File: src/common/tatr_pkg.sv
package tatr_pkg;

  // Register locations on the serial register port
  localparam logic [7:0] ADDR_AGING     = 8'h10;
  localparam logic [7:0] ADDR_TEMP_INT  = 8'h11;
  localparam logic [7:0] ADDR_TEMP_FRAC = 8'h12;

  // Values after reset; zero degrees is all zeros
  localparam logic [7:0] AGING_RESET     = 8'h00;
  localparam logic [7:0] TEMP_INT_RESET  = 8'h00;
  localparam logic [1:0] TEMP_FRAC_RESET = 2'h0;
  localparam logic [7:0] RDATA_RESET     = 8'h00;
  localparam logic [7:0] CAP_RESET       = 8'h00;

  // Field positions
  localparam int TRIM_SIGN_BIT = 7;
  localparam int FRAC_MSB      = 7;
  localparam int FRAC_LSB      = 6;
  localparam logic [5:0] FRAC_PAD = 6'h00;

  // Periodic conversion interval
  localparam longint unsigned CLOCK_HZ     = 40_000_000;
  localparam longint unsigned PERIODIC_S   = 64;
  localparam longint unsigned PERIOD_LONG  = PERIODIC_S * CLOCK_HZ;
  localparam logic [31:0]     PERIOD_CYCLES = 32'(PERIOD_LONG);

  // Capacitance code limits
  localparam logic signed [9:0] CAP_MIN_S = 10'sh000;
  localparam logic signed [9:0] CAP_MAX_S = 10'sh0ff;
  localparam logic [7:0]        CAP_MIN   = 8'h00;
  localparam logic [7:0]        CAP_MAX   = 8'hff;

  // Temperature result: integer byte and two quarter-degree bits
  typedef struct packed {
    logic [7:0] whole;
    logic [1:0] frac;
  } tatr_temp_s;

  // One register access from the serial front end
  typedef struct packed {
    logic [7:0] addr;
    logic       wr;
    logic       rd;
    logic [7:0] wdata;
  } tatr_reg_req_s;

  typedef enum logic [3:0] {
    ST_IDLE = 4'b0001,
    ST_REQ  = 4'b0010,
    ST_WAIT = 4'b0100,
    ST_CAP  = 4'b1000
  } tatr_state_e;

  // Computed code plus signed trim, clamped to the array range
  function automatic logic [7:0] tatr_sat(input logic [7:0] base,
                                          input logic [7:0] trim);
    logic signed [9:0] sum;
    sum = signed'({2'h0, base}) + signed'({{2{trim[TRIM_SIGN_BIT]}}, trim});
    if (sum < CAP_MIN_S) begin
      return CAP_MIN;
    end else if (sum > CAP_MAX_S) begin
      return CAP_MAX;
    end else begin
      return sum[7:0];
    end
  endfunction : tatr_sat

endpackage : tatr_pkg

File: src/hdl/tatr_period_timer.sv
`timescale 1ns/100ps
module tatr_period_timer
  import tatr_pkg::*;
#(
  parameter logic [31:0] PERIOD = PERIOD_CYCLES
) (
  input  wire logic clock,
  input  wire logic reset_n,
  output logic      tick
);

  logic [31:0] count_reg;

  // Free-running interval counter; wraps on the last cycle
  always_ff @(posedge clock) begin
    if (!reset_n) begin
      count_reg <= 32'h0;
    end else if (count_reg == PERIOD - 32'h1) begin
      count_reg <= 32'h0;
    end else begin
      count_reg <= count_reg + 32'h1;
    end
  end

  // One-cycle enable at each interval end
  always_ff @(posedge clock) begin
    if (!reset_n) begin
      tick <= 1'b0;
    end else begin
      tick <= (count_reg == PERIOD - 32'h1);
    end
  end

endmodule : tatr_period_timer

File: src/hdl/tatr_regs.sv
`timescale 1ns/100ps
// How it works
// - Aging trim byte is signed two's complement, bit 7 is the sign.
// - Each manual, first or temperature-changed compensation adds signed trim to computed code, drives the array.
// - Trim applied only on manual conversions, the first after reset, and conversions whose temperature changed.
// - Positive trim adds capacitance, negative trim removes it.
// - Temperature is ten-bit two's complement, quarter-degree steps.
// - Integer byte at first location, fraction in bits 7..6 of next.
// - Reset loads zero degrees, then a conversion starts at once.
// - Conversions on power-up, backup serial access, and every 64 s.
// - Temperature bytes refresh at end of manual and periodic conversions.
// - Temperature bytes are read-only; writes leave them unchanged.
// - The device never drives the serial clock line low.
// - Busy flag rises with conversion request, clears on return to idle.
module tatr_regs
  import tatr_pkg::*;
#(
  parameter logic [31:0] PERIOD = PERIOD_CYCLES
) (
  input  wire logic          clock,
  input  wire logic          reset_n,
  input  wire tatr_reg_req_s reg_req,
  output logic [7:0]         reg_rdata,
  input  wire logic          manual_conversion_request,
  input  wire logic          on_backup,
  input  wire logic          serial_access,
  output logic               sensor_start,
  input  wire logic          sensor_done,
  input  wire tatr_temp_s    sensor_result,
  input  wire logic [7:0]    cap_calc_code,
  output logic [7:0]         cap_array_code,
  output logic               cap_load,
  output logic               compensation_busy_flag,
  output logic               scl_oe
);

  tatr_state_e state_reg;
  tatr_state_e state_next;
  logic [7:0]  aging_reg;
  tatr_temp_s  temp_reg;
  tatr_temp_s  sample_reg;
  logic        pend_reg;
  logic        manual_pend_reg;
  logic        manual_now_reg;
  logic        first_reg;
  logic        period_tick;
  logic        take_req;
  logic        temp_changed;
  logic        apply_trim;
  logic        wr_aging;
  logic        wr_temp;

  // Interval source for periodic conversions
  tatr_period_timer #(
    .PERIOD (PERIOD)
  ) u_timer (
    .clock   (clock),
    .reset_n (reset_n),
    .tick    (period_tick)
  );

  // Access decode
  always_comb begin
    wr_aging = 1'b0;
    wr_temp  = 1'b0;
    if (reg_req.wr && reg_req.addr == ADDR_AGING) begin
      wr_aging = 1'b1;
    end else if (reg_req.wr && (reg_req.addr == ADDR_TEMP_INT ||
                                reg_req.addr == ADDR_TEMP_FRAC)) begin
      wr_temp = 1'b1; // Decoded but deliberately has no effect
    end
  end

  // Aging trim storage, whole byte kept as two's complement
  always_ff @(posedge clock) begin
    if (!reset_n) begin
      aging_reg <= AGING_RESET;
    end else if (wr_aging) begin
      aging_reg <= reg_req.wdata;
    end
  end

  // Read path; unmapped addresses answer zero
  always_ff @(posedge clock) begin
    if (!reset_n) begin
      reg_rdata <= RDATA_RESET;
    end else if (reg_req.rd) begin
      if (reg_req.addr == ADDR_AGING) begin
        reg_rdata <= aging_reg;
      end else if (reg_req.addr == ADDR_TEMP_INT) begin
        reg_rdata <= temp_reg.whole;
      end else if (reg_req.addr == ADDR_TEMP_FRAC) begin
        reg_rdata <= {temp_reg.frac, FRAC_PAD};
      end else begin
        reg_rdata <= RDATA_RESET;
      end
    end
  end

  // Pending request; an arrival in the accept cycle is kept
  assign take_req = (state_reg == ST_IDLE) && pend_reg;

  always_ff @(posedge clock) begin
    if (!reset_n) begin
      pend_reg <= 1'b1;
    end else if (period_tick || manual_conversion_request ||
                 (on_backup && serial_access)) begin
      pend_reg <= 1'b1;
    end else if (take_req) begin
      pend_reg <= 1'b0;
    end
  end

  // Manual origin travels with the request so the trim applies
  always_ff @(posedge clock) begin
    if (!reset_n) begin
      manual_pend_reg <= 1'b0;
    end else if (manual_conversion_request) begin
      manual_pend_reg <= 1'b1;
    end else if (take_req) begin
      manual_pend_reg <= 1'b0;
    end
  end

  always_ff @(posedge clock) begin
    if (!reset_n) begin
      manual_now_reg <= 1'b0;
    end else if (take_req) begin
      manual_now_reg <= manual_pend_reg || manual_conversion_request;
    end
  end

  // Conversion sequencer
  always_comb begin
    state_next = state_reg;
    case (state_reg)
      ST_IDLE: begin
        if (pend_reg) begin
          state_next = ST_REQ;
        end
      end
      ST_REQ: begin
        state_next = ST_WAIT;
      end
      ST_WAIT: begin
        if (sensor_done) begin
          state_next = ST_CAP;
        end
      end
      ST_CAP: begin
        state_next = ST_IDLE;
      end
      default: begin
        state_next = ST_IDLE;
      end
    endcase
  end

  always_ff @(posedge clock) begin
    if (!reset_n) begin
      state_reg <= ST_IDLE;
    end else begin
      state_reg <= state_next;
    end
  end

  // Start strobe to the sensor, one cycle while in the request state
  always_ff @(posedge clock) begin
    if (!reset_n) begin
      sensor_start <= 1'b0;
    end else begin
      sensor_start <= take_req;
    end
  end

  // Busy follows the request and drops back at idle
  always_ff @(posedge clock) begin
    if (!reset_n) begin
      compensation_busy_flag <= 1'b0;
    end else if (take_req) begin
      compensation_busy_flag <= 1'b1;
    end else if (state_reg == ST_CAP) begin
      compensation_busy_flag <= 1'b0;
    end
  end

  // Capture the sensor word when it reports done
  always_ff @(posedge clock) begin
    if (!reset_n) begin
      sample_reg <= '{whole: TEMP_INT_RESET, frac: TEMP_FRAC_RESET};
    end else if (state_reg == ST_WAIT && sensor_done) begin
      sample_reg <= sensor_result;
    end
  end

  // Published temperature; host writes never reach it
  always_ff @(posedge clock) begin
    if (!reset_n) begin
      temp_reg <= '{whole: TEMP_INT_RESET, frac: TEMP_FRAC_RESET};
    end else if (state_reg == ST_CAP) begin
      temp_reg <= sample_reg;
    end
  end

  // First conversion after reset always sets the array
  always_ff @(posedge clock) begin
    if (!reset_n) begin
      first_reg <= 1'b1;
    end else if (state_reg == ST_CAP) begin
      first_reg <= 1'b0;
    end
  end

  // Unchanged periodic results leave the array alone to avoid churn
  assign temp_changed = (sample_reg != temp_reg);
  assign apply_trim   = manual_now_reg || temp_changed || first_reg;

  always_ff @(posedge clock) begin
    if (!reset_n) begin
      cap_array_code <= CAP_RESET;
    end else if (state_reg == ST_CAP && apply_trim) begin
      cap_array_code <= tatr_sat(cap_calc_code, aging_reg);
    end
  end

  always_ff @(posedge clock) begin
    if (!reset_n) begin
      cap_load <= 1'b0;
    end else begin
      cap_load <= (state_reg == ST_CAP) && apply_trim;
    end
  end

  // Serial clock is never stretched
  always_ff @(posedge clock) begin
    if (!reset_n) begin
      scl_oe <= 1'b0;
    end else begin
      scl_oe <= 1'b0;
    end
  end
endmodule : tatr_regs

File: config.mk
export PLATFORM = sky130hd
export DESIGN_NAME = tatr_regs
export DESIGN_NICKNAME = d
export VERILOG_FILES = /design/src/common/tatr_pkg.sv /design/src/hdl/tatr_period_timer.sv /design/src/hdl/tatr_regs.sv
export SDC_FILE = /design/constraint.sdc
export NUM_CORES = 1
export LEC_CHECK = 0
export BUFFER_PORTS_ARGS = -buffer_cell sky130_fd_sc_hd__buf_2
export CORE_UTILIZATION = 40
export DETAILED_ROUTE_END_ITERATION = 12
export GPL_ROUTABILITY_DRIVEN = 1
export PLACE_DENSITY = 0.62
export SYNTH_ARGS = -nofsm -noshare
export SYNTH_HDL_FRONTEND = slang
export SYNTH_SLANG_ARGS = --single-unit
File: constraint.sdc
create_clock -name clock -period 2.85 [get_ports clock]
set_input_delay 0.7125 -clock clock [delete_from_list [all_inputs] [get_ports clock]]
set_output_delay 0.7125 -clock clock [all_outputs]
set_load 0.01 [all_outputs]
# Word level (Yosys, flattened, before mapping)
# Cells that the tools add are included.
# totals
ff_bits	88
latch_bits	0
in_bits	42
ramBits	0
n_memories	0
elab_cells	61
output_inout_bits	20
mem_bits_ro	0
# op_classes
n_eq_ne	11
n_shift	0
div	0
add_sub_neg	2
muxes	13
n_lt_le_gt_ge	2
n_reduce_logical	15
n_bitwise	1
multipliers	0
# ops
cell	count
8-bit 2-to-1 mux	5
32-bit by 1-bit adder with 32-bit output (second input constant)	1
32-bit equality test (second input constant)	1
8-bit by 5-bit equality test with 1-bit output (second input constant)	3
4-bit case mux with 3 select lines	1
9-bit by 8-bit adder with 10-bit output	1
10-bit by 9-bit greater-than comparator with 1-bit output (second input constant)	1
10-bit by 1-bit < comparator with 1-bit output (second input constant)	1
10-bit != test	1
4-bit 2-to-1 mux	2
1-bit logical AND	5
1-bit logical OR	5
1-bit 2-to-1 mux	5
4-bit by 1-bit equality test with 1-bit output (second input constant)	1
4-bit by 2-bit equality test with 1-bit output (second input constant)	1
4-bit by 3-bit equality test with 1-bit output (second input constant)	1
4-bit equality test (second input constant)	1
2-bit != test (second input constant)	2
2-bit nonzero test	2
2-bit OR reduction	2
2-bit AND reduction	1
1-bit NOT	1

# Logic depth before layout (Yosys ltp)
# Gate-level depths: netlist of run 1.
# depth
ltp_word	4
ltp_mapped	9
ltp_nobuf	9

# Modules after synthesis
# A second synthesis of run 1 with hierarchy kept.
# unflattened
hier_cells	469
area_unflattened_um2	4192.8
# by_module_without_submodules
module	seq_area_each_um2	cells_each	area_per_inst_um2	instances
tatr_regs	1101.1	303	2598.7	1
tatr_period_timer	660.6	166	1594.0	1

# Worst setup path after synthesis of run 1
# OpenSTA, ideal clock, no wires.
# synth_timing
path_kind	input -> register
start	input cap_calc_code[0]
end	register cap_array_code[2]
setup_ns	0.132
cell_stages	9
arrival_time_ns	2.279
path_slack_ns	0.439
required_ns	2.718
n_path_buf	0
path_cell_list	ha_1 > inv_1 > fa_1 > nor2b_1 > o311a_1 > o41ai_2 > mux2_4 > nor2_1 > o21ai_1
# synth_between
elab_chain_len	4
elab_cells_between_ends	5
classes_between	1 x add/sub; 2 x order compare; 2 x mux
# synth_rtl
element	line	text
from (decl)	tatr_regs.sv:30	input wire logic [7:0] cap_calc_code,
9-bit by 8-bit adder with 10-bit output *	tatr_pkg.sv:58	sum = signed'({2'h0, base}) + signed'({{2{trim[TRIM_SIGN_BIT]}}, trim});
10-bit by 9-bit greater-than comparator with 1-bit output	tatr_pkg.sv:61	end else if (sum > CAP_MAX_S) begin
8-bit 2-to-1 mux	tatr_pkg.sv:61	
8-bit 2-to-1 mux *	tatr_pkg.sv:59	if (sum < CAP_MIN_S) begin
to (signal assigned)	tatr_regs.sv:222	cap_array_code <= tatr_sat(cap_calc_code, aging_reg);
to (decl)	tatr_regs.sv:31	output logic [7:0] cap_array_code,
# Mark *: on every way between the ends. The rest lies on a longest branch, timed or not.
# A chain may end at the register's enable or synchronous reset.

# Worst setup path after layout of run 1
# Same ends and word-level chain as after synthesis.

==> results.cfg, run 1 <==
[status]
status = finished clean

[layout]
drive_gt1_share_pct = 17.9
finalNetCount = 574
finish.utilization_pct = 47.9
n_antenna_cell = 0
largest_reg_flops = 32
syn2layout_area_growth_pct = 16.3

[worst_setup_path]
worst-path-buf-inv = 2
crit_family = compound AO/OA/AOI/OAI gates
arrival_ps = 2490
crit_path_start_kind = primary input
critPathMaxStageDelay_ps = 380
critPathKind = primary input to flip-flop
crit_required_ps = 3100
worst_setup_path_end_kind = flip-flop
critPathMaxFanout = 8
crit_chain = buf_2 > ha_1 > inv_1 > fa_1 > nor2b_1 > o311a_1 > o41ai_2 > mux2_4 > nor2_1 > o21ai_1
cpMaxStageDelayCell = mux2_4

[routing]
ant_nets = 0
detail_route.wl_per_cell_um = 12.8
viasPerCell = 4.95
drt-total-wl_um = 8420
first_pass_iters = 4
drtIter0Drc = 99
route.detailed.drc = 0
vias = 3264

[cts]
post_cts_resized = 0
cts_buffers = 9
clk-insertion-delay-late_ps = 360
cts_hold_buf = 0
cts_setup_buffers = 0
cts_sinks = 88
clockBufferDepth = 2
cts_tree = built
cts.clk_slew.worst_paths_ps = 90
cts_max_level = 3
cts-root-buf = clkbuf_8

[die]
die_w_um = 102
die_area_um2 = 10400
core_um2 = 9730
io_pins = 62
rows = 36
start_util_pct = 41.2
die_height_um = 102

[sta]
holdWs_ps = 443
fin_setup_tns_ps = 0
tightest_slew_ps = 536
fin_crit_sh_pct = 78.6
hold_violations = 0
slew_violations = 0
fin_worst_skew_ps = 10.7
period_needed_ps = 2240
finalSetupViolCount = 0
grt_setup_unrepaired = no
slew_headroom_pct = 64.2
clock.fmax_mhz = 446

[global_route]
track_usage_pct = 17.1
use_met3_pct = 4.51
met2_usage_pct = 28.7
grt_pass1_vias = 3108
grt_max_degree = 38
overflow = 0
grtUsageMet1_pct = 21.7
top_usage_layer = met2
antenna_found_initial = 0
grt_first_pass_wirelength_um = 13900

[yosys]
ys_seq_area_share_pct = 44.0
synth_flop_cell = dfxtp_1
avgSynthCellArea_um2 = 8.69
syn-instance-count = 461
syn-num-nets = 514
synth_warnings = 0
yosys.cell_types.count = 54
synth-edff-count = 0
async_flop_share_pct = 0
synth_seq_cells = 88
synth.top_cell.area_share_pct = 44.0
syn_area_um2 = 4010
ys_top_cells_by_area = dfxtp_1 (44%), nor2_1 (6.8%), xor2_1 (5.7%), nand2_1 (5.1%), xnor2_1 (3.9%)
synth_largest_area_cell = dfxtp_1

[pwr]
finalPower_mw = 2.43
p_per_area_nw_per_um2 = 521
vdd_drop_max_uv = 279
cellLeakagePower_nw = 1.83

[placement]
gp_congestion = 0.805
post-dp-hpwl_um = 6210
port-buffer-count = 60

[job]
drv_cap = 0

[worst_hold_path]
hp-class = flip-flop to flip-flop
-- synthesized netlist by cell type, drive strengths merged (6+ instances only) --
library cell and number:
dfxtp 88, nor2 73, nand2 55, a21oi 29
xor2 26, nand3 25, xnor2 18, o21ai 17
inv 14, mux2i 13, nand4 12, ha 10
clkbuf 9, a211oi 7, buf 7, a22oi 6
and4 6, nand2b 6
-- final cells by class --
type / count / area [um^2]
Clock buffer: 10 / 138
Clock inverter: 6 / 91.3
Fill cell: 969 / 5070
Inverter: 14 / 52.6
Multi-Input combinational cell: 343 / 2110
Sequential cell: 88 / 1760
Tap cell: 133 / 166
Timing Repair Buffer: 65 / 338
-- cells in the final DEF, fill, tap and decap left out, drive strengths merged, types with 3 or more instances in the layout --
cell type  synthesis  layout
nor4               5       5
xnor2             18      18
clkbuf             9      10
nor2b              3       3
xor2              26      26
nand4             12      12
inv               14      15
nand2b             6       6
a22oi              6       6
a211oi             7       7
and2               4       4
o21ai             17      17
nand3             25      25
ha                10      10
and4               6       6
buf                7      65
a21oi             29      29
mux2i             13      13
or3                3       3
nor2              73      73
dfxtp             88      88
clkinvlp           0       3
nand2             55      55
-- power by group --
part / internal [mW] / switching, mW
Sequential: 1.26 / 0.0236
Combinational: 0.0725 / 0.0973
Clock: 0.521 / 0.455
Total: 1.85 / 0.576
-- worst paths after layout --
kind / cells after the start / slack [ps] / startpoint / endpoint
setup reg to reg: 9 / 710 / aging_reg[0]$_SDFFE_PN0P_ / cap_array_code[2]$_SDFFE_PN0P_
hold / removal: 1 / 440 / u_timer.count_reg[0]$_SDFF_PP0_ / u_timer.count_reg[0]$_SDFF_PP0_
hold reg to reg: 1 / 440 / u_timer.count_reg[0]$_SDFF_PP0_ / u_timer.count_reg[0]$_SDFF_PP0_
setup / recovery: 10 / 610 / cap_calc_code[0] / cap_array_code[2]$_SDFFE_PN0P_
-- per-layer routing --
metal  part of all wire, %  routed length, um
met1                    49               4130
met2                    46               3900
met3                   3.9                332
met4                  0.55                 46
met5                     0                  0
-- cells by family after synthesis --
kind of cell	count (synthesis)	synth area share, %
xor gates and xnor gates	44	9.62
and+or+nand+nor	204	25.1
muxes	14	3.62
other	1	0.0936
adders and majority gates	11	3.62
DFF	88	44.0
buffers and inverters	30	3.31
AOI/OAI and AO/OA	69	10.6
-- per-stage QoR --
step	instances	area [um^2]	worst slack [ps]
floorplan	461	4010	439
detailed placement	643	4430	225
global placement	643	4430	283
CTS	659	4660	623
finish	659	4660	610
global route	659	4660	534
Note: power is estimated with default switching activity, not from simulation.
==> run 2, diff against run 1 <==
==> constraint.sdc (replaced) <==
create_clock -name clock -period 2.1 [get_ports clock]
set_input_delay 0.525 -clock clock [delete_from_list [all_inputs] [get_ports clock]]
set_output_delay 0.525 -clock clock [all_outputs]
set_load 0.01 [all_outputs]
==> run 2 against run 1 <==
Against the previous run: setup slack got worse by 540 ps; critical path type is now flip-flop to flip-flop; count of clock-buffer cells in the layout unchanged; total power increased by 26%; sequential power increased by 36%.
==> results.cfg, run 2 (same netlist as run 1, synthesis figures left out) <==
[status]
status = finished clean

[global_route]
antenna_found_initial = 0
grt_pass1_vias = 2933
overflow = 0
track_usage_pct = 16.8
grt_first_pass_wirelength_um = 13700
grt_max_degree = 32

[layout]
final_cells = 678
syn2layout_area_growth_pct = 20.2
finish.utilization_pct = 49.5
final_common_cell = dfxtp_1
largest_reg_flops = 32
n_antenna_cell = 0
final_cell_mix = dfxtp_1 (86), nor2_1 (71), buf_2 (60), nand2_1 (54), a21oi_1 (28)
drive_gt1_share_pct = 22.6
finalNetCount = 593
fin_area_um2 = 4810

[placement]
gp_congestion = 0.845
dpl-instance-area_um2 = 4610
placed_cells = 660
dp_slack_ps = -258
port-buffer-count = 60
post-dp-hpwl_um = 6350

[worst_setup_path]
critPathMaxFanout = 8
arrival_ps = 2310
critPathMaxStageDelay_ps = 390
crit_path_start_kind = flip-flop
cpMaxStageDelayCell = or3b_4
crit_required_ps = 2380
crit_chain = ha_1 > a211o_1 > or3b_4 > buf_4 > a211oi_1 > mux2_4 > nor2_1 > o21ai_1
worst_setup_path_end_kind = flip-flop
critPathKind = flip-flop to flip-flop

[routing]
first_pass_iters = 4
vias = 3317
route.detailed.drc = 0
drtIter0Drc = 129
ant_nets = 0
drt-total-wl_um = 8470
viasPerCell = 4.89
detail_route.wl_per_cell_um = 12.5

[die]
die_w_um = 102
die_area_um2 = 10400
core_um2 = 9730
io_pins = 62
start_util_pct = 41.2
rows = 36
die_height_um = 102

[pwr]
cellLeakagePower_nw = 1.92
finalPower_mw = 3.05
vdd_drop_max_uv = 435
p_per_area_nw_per_um2 = 634

[sta]
fin_setup_tns_ps = 0
finalSetupViolCount = 0
fin_crit_sh_pct = 96.9
hold_violations = 0
clock.fmax_mhz = 491
holdWs_ps = 403
slew_violations = 0
slew_headroom_pct = 62.8
tightest_slew_ps = 553
fin_worst_skew_ps = 10.3
final.setup.worst_slack_ps = 65.2
grt_setup_unrepaired = yes
period_needed_ps = 2030

[cts]
cts_buffers = 9
cts-root-buf = clkbuf_8
cts_sinks = 88
clk-insertion-delay-late_ps = 350
cts_hold_buf = 0
clockBufferDepth = 2
cts_tree = built
cts_max_level = 3
cts.clk_slew.worst_paths_ps = 90

[worst_hold_path]
hp-class = primary input to flip-flop

[job]
drv_cap = 0
run 2: cell types whose count changed in the layout (fill, tap and decap cells not counted), sizes merged:
| cell | before | now |
|---|---|---|
| buf | 65 | 84 |
| bufinv | 2 | 0 |
| clkinv | 0 | 3 |
| clkinvlp | 3 | 2 |
run 2: layer usage:
layer  vias up  GRT usage, %  part of all wire (%)
li1       1738             -                     -
met1      1518          23.0                    50
met2        56          26.6                    46
met3         5          4.38                   3.5
met4         0          3.96                  0.76
met5         -             0                     0
run 2: report_power, final:
part           switching [mW]  leakage, nW  internal (mW)  total (mW)
Sequential             0.0316        0.713           1.71        1.74
Combinational           0.135         1.11          0.111       0.246
Clock                   0.606       0.0887          0.464        1.07
run 2: worst max-delay path, delay by kind of cell, from the launching register on:
| kind | cells | cell delay, ps |
|---|---|---|
| AOI/OAI and AO/OA | 3 | 490 |
| and+or+nand+nor | 2 | 450 |
| DFF | 1 | 360 |
| adders and majority gates | 1 | 280 |
| muxes | 1 | 250 |
| buffers and inverters | 1 | 140 |
run 2: area by class of cell:
cell class	count	area, um^2
flip-flops and latches	88	1760
inverters	14	52.6
fillers	961	4910
clock buffers	10	138
multi-input cells	343	2160
clock inverters	6	42.5
repair buffers	84	493
well taps	133	166
run 2: timing repair:
item	CTS	global route
setup buffers	0	2
resized for setup	0	5
setup endpoints to repair	0	8
run 2: path summary, 6_finish.rpt:
check / cells past startpoint / start / slack [ps] / endpoint
max: 8 / aging_reg[1]$_SDFFE_PN0P_ / 70 / cap_array_code[0]$_SDFFE_PN0P_
min: 3 / sensor_result[6] / 400 / sample_reg[6]$_SDFFE_PN0P_
max reg2reg: 8 / aging_reg[1]$_SDFFE_PN0P_ / 70 / cap_array_code[0]$_SDFFE_PN0P_
min reg2reg: 1 / u_timer.count_reg[0]$_SDFF_PP0_ / 440 / u_timer.count_reg[0]$_SDFF_PP0_
==> run 3, diff against run 2 <==
--- a/config.mk
+++ b/config.mk
@@ -9,7 +9,7 @@
 export CORE_UTILIZATION = 40
 export DETAILED_ROUTE_END_ITERATION = 12
 export GPL_ROUTABILITY_DRIVEN = 1
-export PLACE_DENSITY = 0.62
+export PLACE_DENSITY = 0.7
 export SYNTH_ARGS = -nofsm -noshare
 export SYNTH_HDL_FRONTEND = slang
 export SYNTH_SLANG_ARGS = --single-unit
==> run 3 against run 2 <==
Against the previous run: setup slack got worse by 46 ps; final cell count down 0.15%; register-to-register slack worse by 50 ps; fmax decreased by 2.2%; critical endpoint is now cap_array_code[6]$_SDFFE_PN0P_.
==> results.cfg, run 3 (same netlist as run 1, synthesis figures left out) <==
[status]
status = finished clean

[sta]
finalSetupViolCount = 0
clock.fmax_mhz = 480
hold_violations = 0
period_needed_ps = 2080
grt_setup_unrepaired = yes
final.setup.worst_slack_ps = 18.8
fin_setup_tns_ps = 0
slew_violations = 0
fin_worst_skew_ps = 9.31
fin_crit_sh_pct = 99.1

[routing]
top_layer_used = met4
drtIter0Drc = 120
met2_length_um = 3930
wl_met3_um = 373
route.detailed.drc = 0
viasPerCell = 4.85
wl_met1_um = 3970
vias = 3284
ant_nets = 0
detail_route.wl_per_cell_um = 12.4
first_pass_iters = 4
drt-total-wl_um = 8370

[global_route]
overflow = 0
grt_max_degree = 43
grt_pass1_vias = 3070
grt_first_pass_wirelength_um = 13500
track_usage_pct = 16.8
antenna_found_initial = 1

[worst_setup_path]
crit_family = compound AO/OA/AOI/OAI gates
cpMaxStageDelayCell = dfxtp_4
crit_required_ps = 2350
crit_path_start_kind = flip-flop
critPathKind = flip-flop to flip-flop
arrival_ps = 2340
worst-path-buf-inv = 2
critPathMaxStageDelay_ps = 360
critPathMaxFanout = 3
worst_setup_path_end_kind = flip-flop
crit_chain = ha_4 > inv_2 > fa_2 > nor2b_2 > o311a_1 > buf_4 > o21a_1 > or3_1 > a21oi_2 > o21ai_1

[cts]
cts_hold_buf = 0
cts_tree = built
cts-root-buf = clkbuf_8
cts.clk_slew.worst_paths_ps = 80
cts_sinks = 88
clockBufferDepth = 2
cts_max_level = 3
clk-insertion-delay-late_ps = 360
cts_buffers = 9

[placement]
post-dp-hpwl_um = 6250
gp_congestion = 0.782
port-buffer-count = 60
dp_slack_ps = -265

[pwr]
p_sw_mw = 0.730
pwr-share-clk_pct = 34.7
swShare_pct = 24.1
intPower_mw = 2.30
p_per_area_nw_per_um2 = 629
cellLeakagePower_nw = 1.92
vdd_drop_max_uv = 308
combinationalPowerShare_pct = 8.0
seqPwrFrac_pct = 57.3

[die]
die_area_um2 = 10400
die_height_um = 102
io_pins = 62
start_util_pct = 41.2
core_um2 = 9730
die_w_um = 102
rows = 36

[layout]
drive_gt1_share_pct = 22.8
final_cell_mix = dfxtp_1 (86), nor2_1 (70), buf_2 (60), nand2_1 (54), a21oi_1 (28)
n_antenna_cell = 0
final_common_cell = dfxtp_1
syn2layout_area_growth_pct = 20.3
largest_reg_flops = 32
fillerInstances = 932
finalNetCount = 593

[worst_hold_path]
hp-class = primary input to flip-flop

[job]
drv_cap = 0
run 3: metrics by stage:
| stage | cell area (um^2) | power [mW] | hold WS, ps | instances | utilization (%) |
|---|---|---|---|---|---|
| 3_5_place_dp | 4600 | 2.02 | 413 | 659 | 47.3 |
| 3_3_place_gp | 4600 | 2.01 | 405 | 659 | 47.3 |
| 4_1_cts | 4770 | 3.06 | 392 | 674 | 49.1 |
| 6_report | 4820 | 3.03 | 405 | 677 | 49.5 |
| 5_1_grt | 4820 | 3.17 | 396 | 677 | 49.5 |
| 2_1_floorplan | 4050 | 1.92 | 395 | 461 | - |
run 3: path summary, 6_finish.rpt:
| path | slack, ps | cells past startpoint | startpoint | endpoint |
|---|---|---|---|---|
| hold reg to reg | 430 | 2 | u_timer.tick$_SDFF_PN0_ | pend_reg$_SDFFE_PP1P_ |
| setup reg to reg | 20 | 10 | aging_reg[0]$_SDFFE_PN0P_ | cap_array_code[6]$_SDFFE_PN0P_ |
| setup / recovery | 20 | 10 | aging_reg[0]$_SDFFE_PN0P_ | cap_array_code[6]$_SDFFE_PN0P_ |
| hold / removal | 400 | 3 | sensor_result[4] | sample_reg[4]$_SDFFE_PN0P_ |
run 3: repair_timing:
action,CTS,global route
setup buffers,0,3
gates resized for setup,0,9
endpoints found under the setup margin,0,8
run 3: cell type report:
type	count	area, um^2	share of cell area, %
clock inverter	3	17.5	0.363
tap	133	166	3.45
clock buffer	12	155	3.22
multi-input combinational	343	2170	45.0
inverter	14	52.6	1.09
timing repair buffer	84	493	10.2
sequential	88	1770	36.7
run 3: power by group through the flow:
stage               Clock (mW)  Sequential (mW)  Combinational (mW)
finish                    1.05             1.74               0.242
global route              1.15             1.74               0.275
CTS                       1.08             1.74               0.244
detailed placement           0             1.78               0.242
global placement             0             1.78               0.237
floorplan                    0             1.78               0.144
run 3: worst reg2reg max path: cells and delay by family (launching register included):
| family | cells | cell delay, ps |
|---|---|---|
| simple gates | 2 | 370 |
| compound gates | 4 | 700 |
| buf+inv | 2 | 200 |
| flops | 1 | 360 |
| fa+ha+maj | 2 | 370 |
run 3: metal layers:
layer	track usage (%)	vias up
met5	0	-
met3	4.86	9
li1	-	1732
met1	20.3	1486
met4	6.04	0
met2	28.3	57
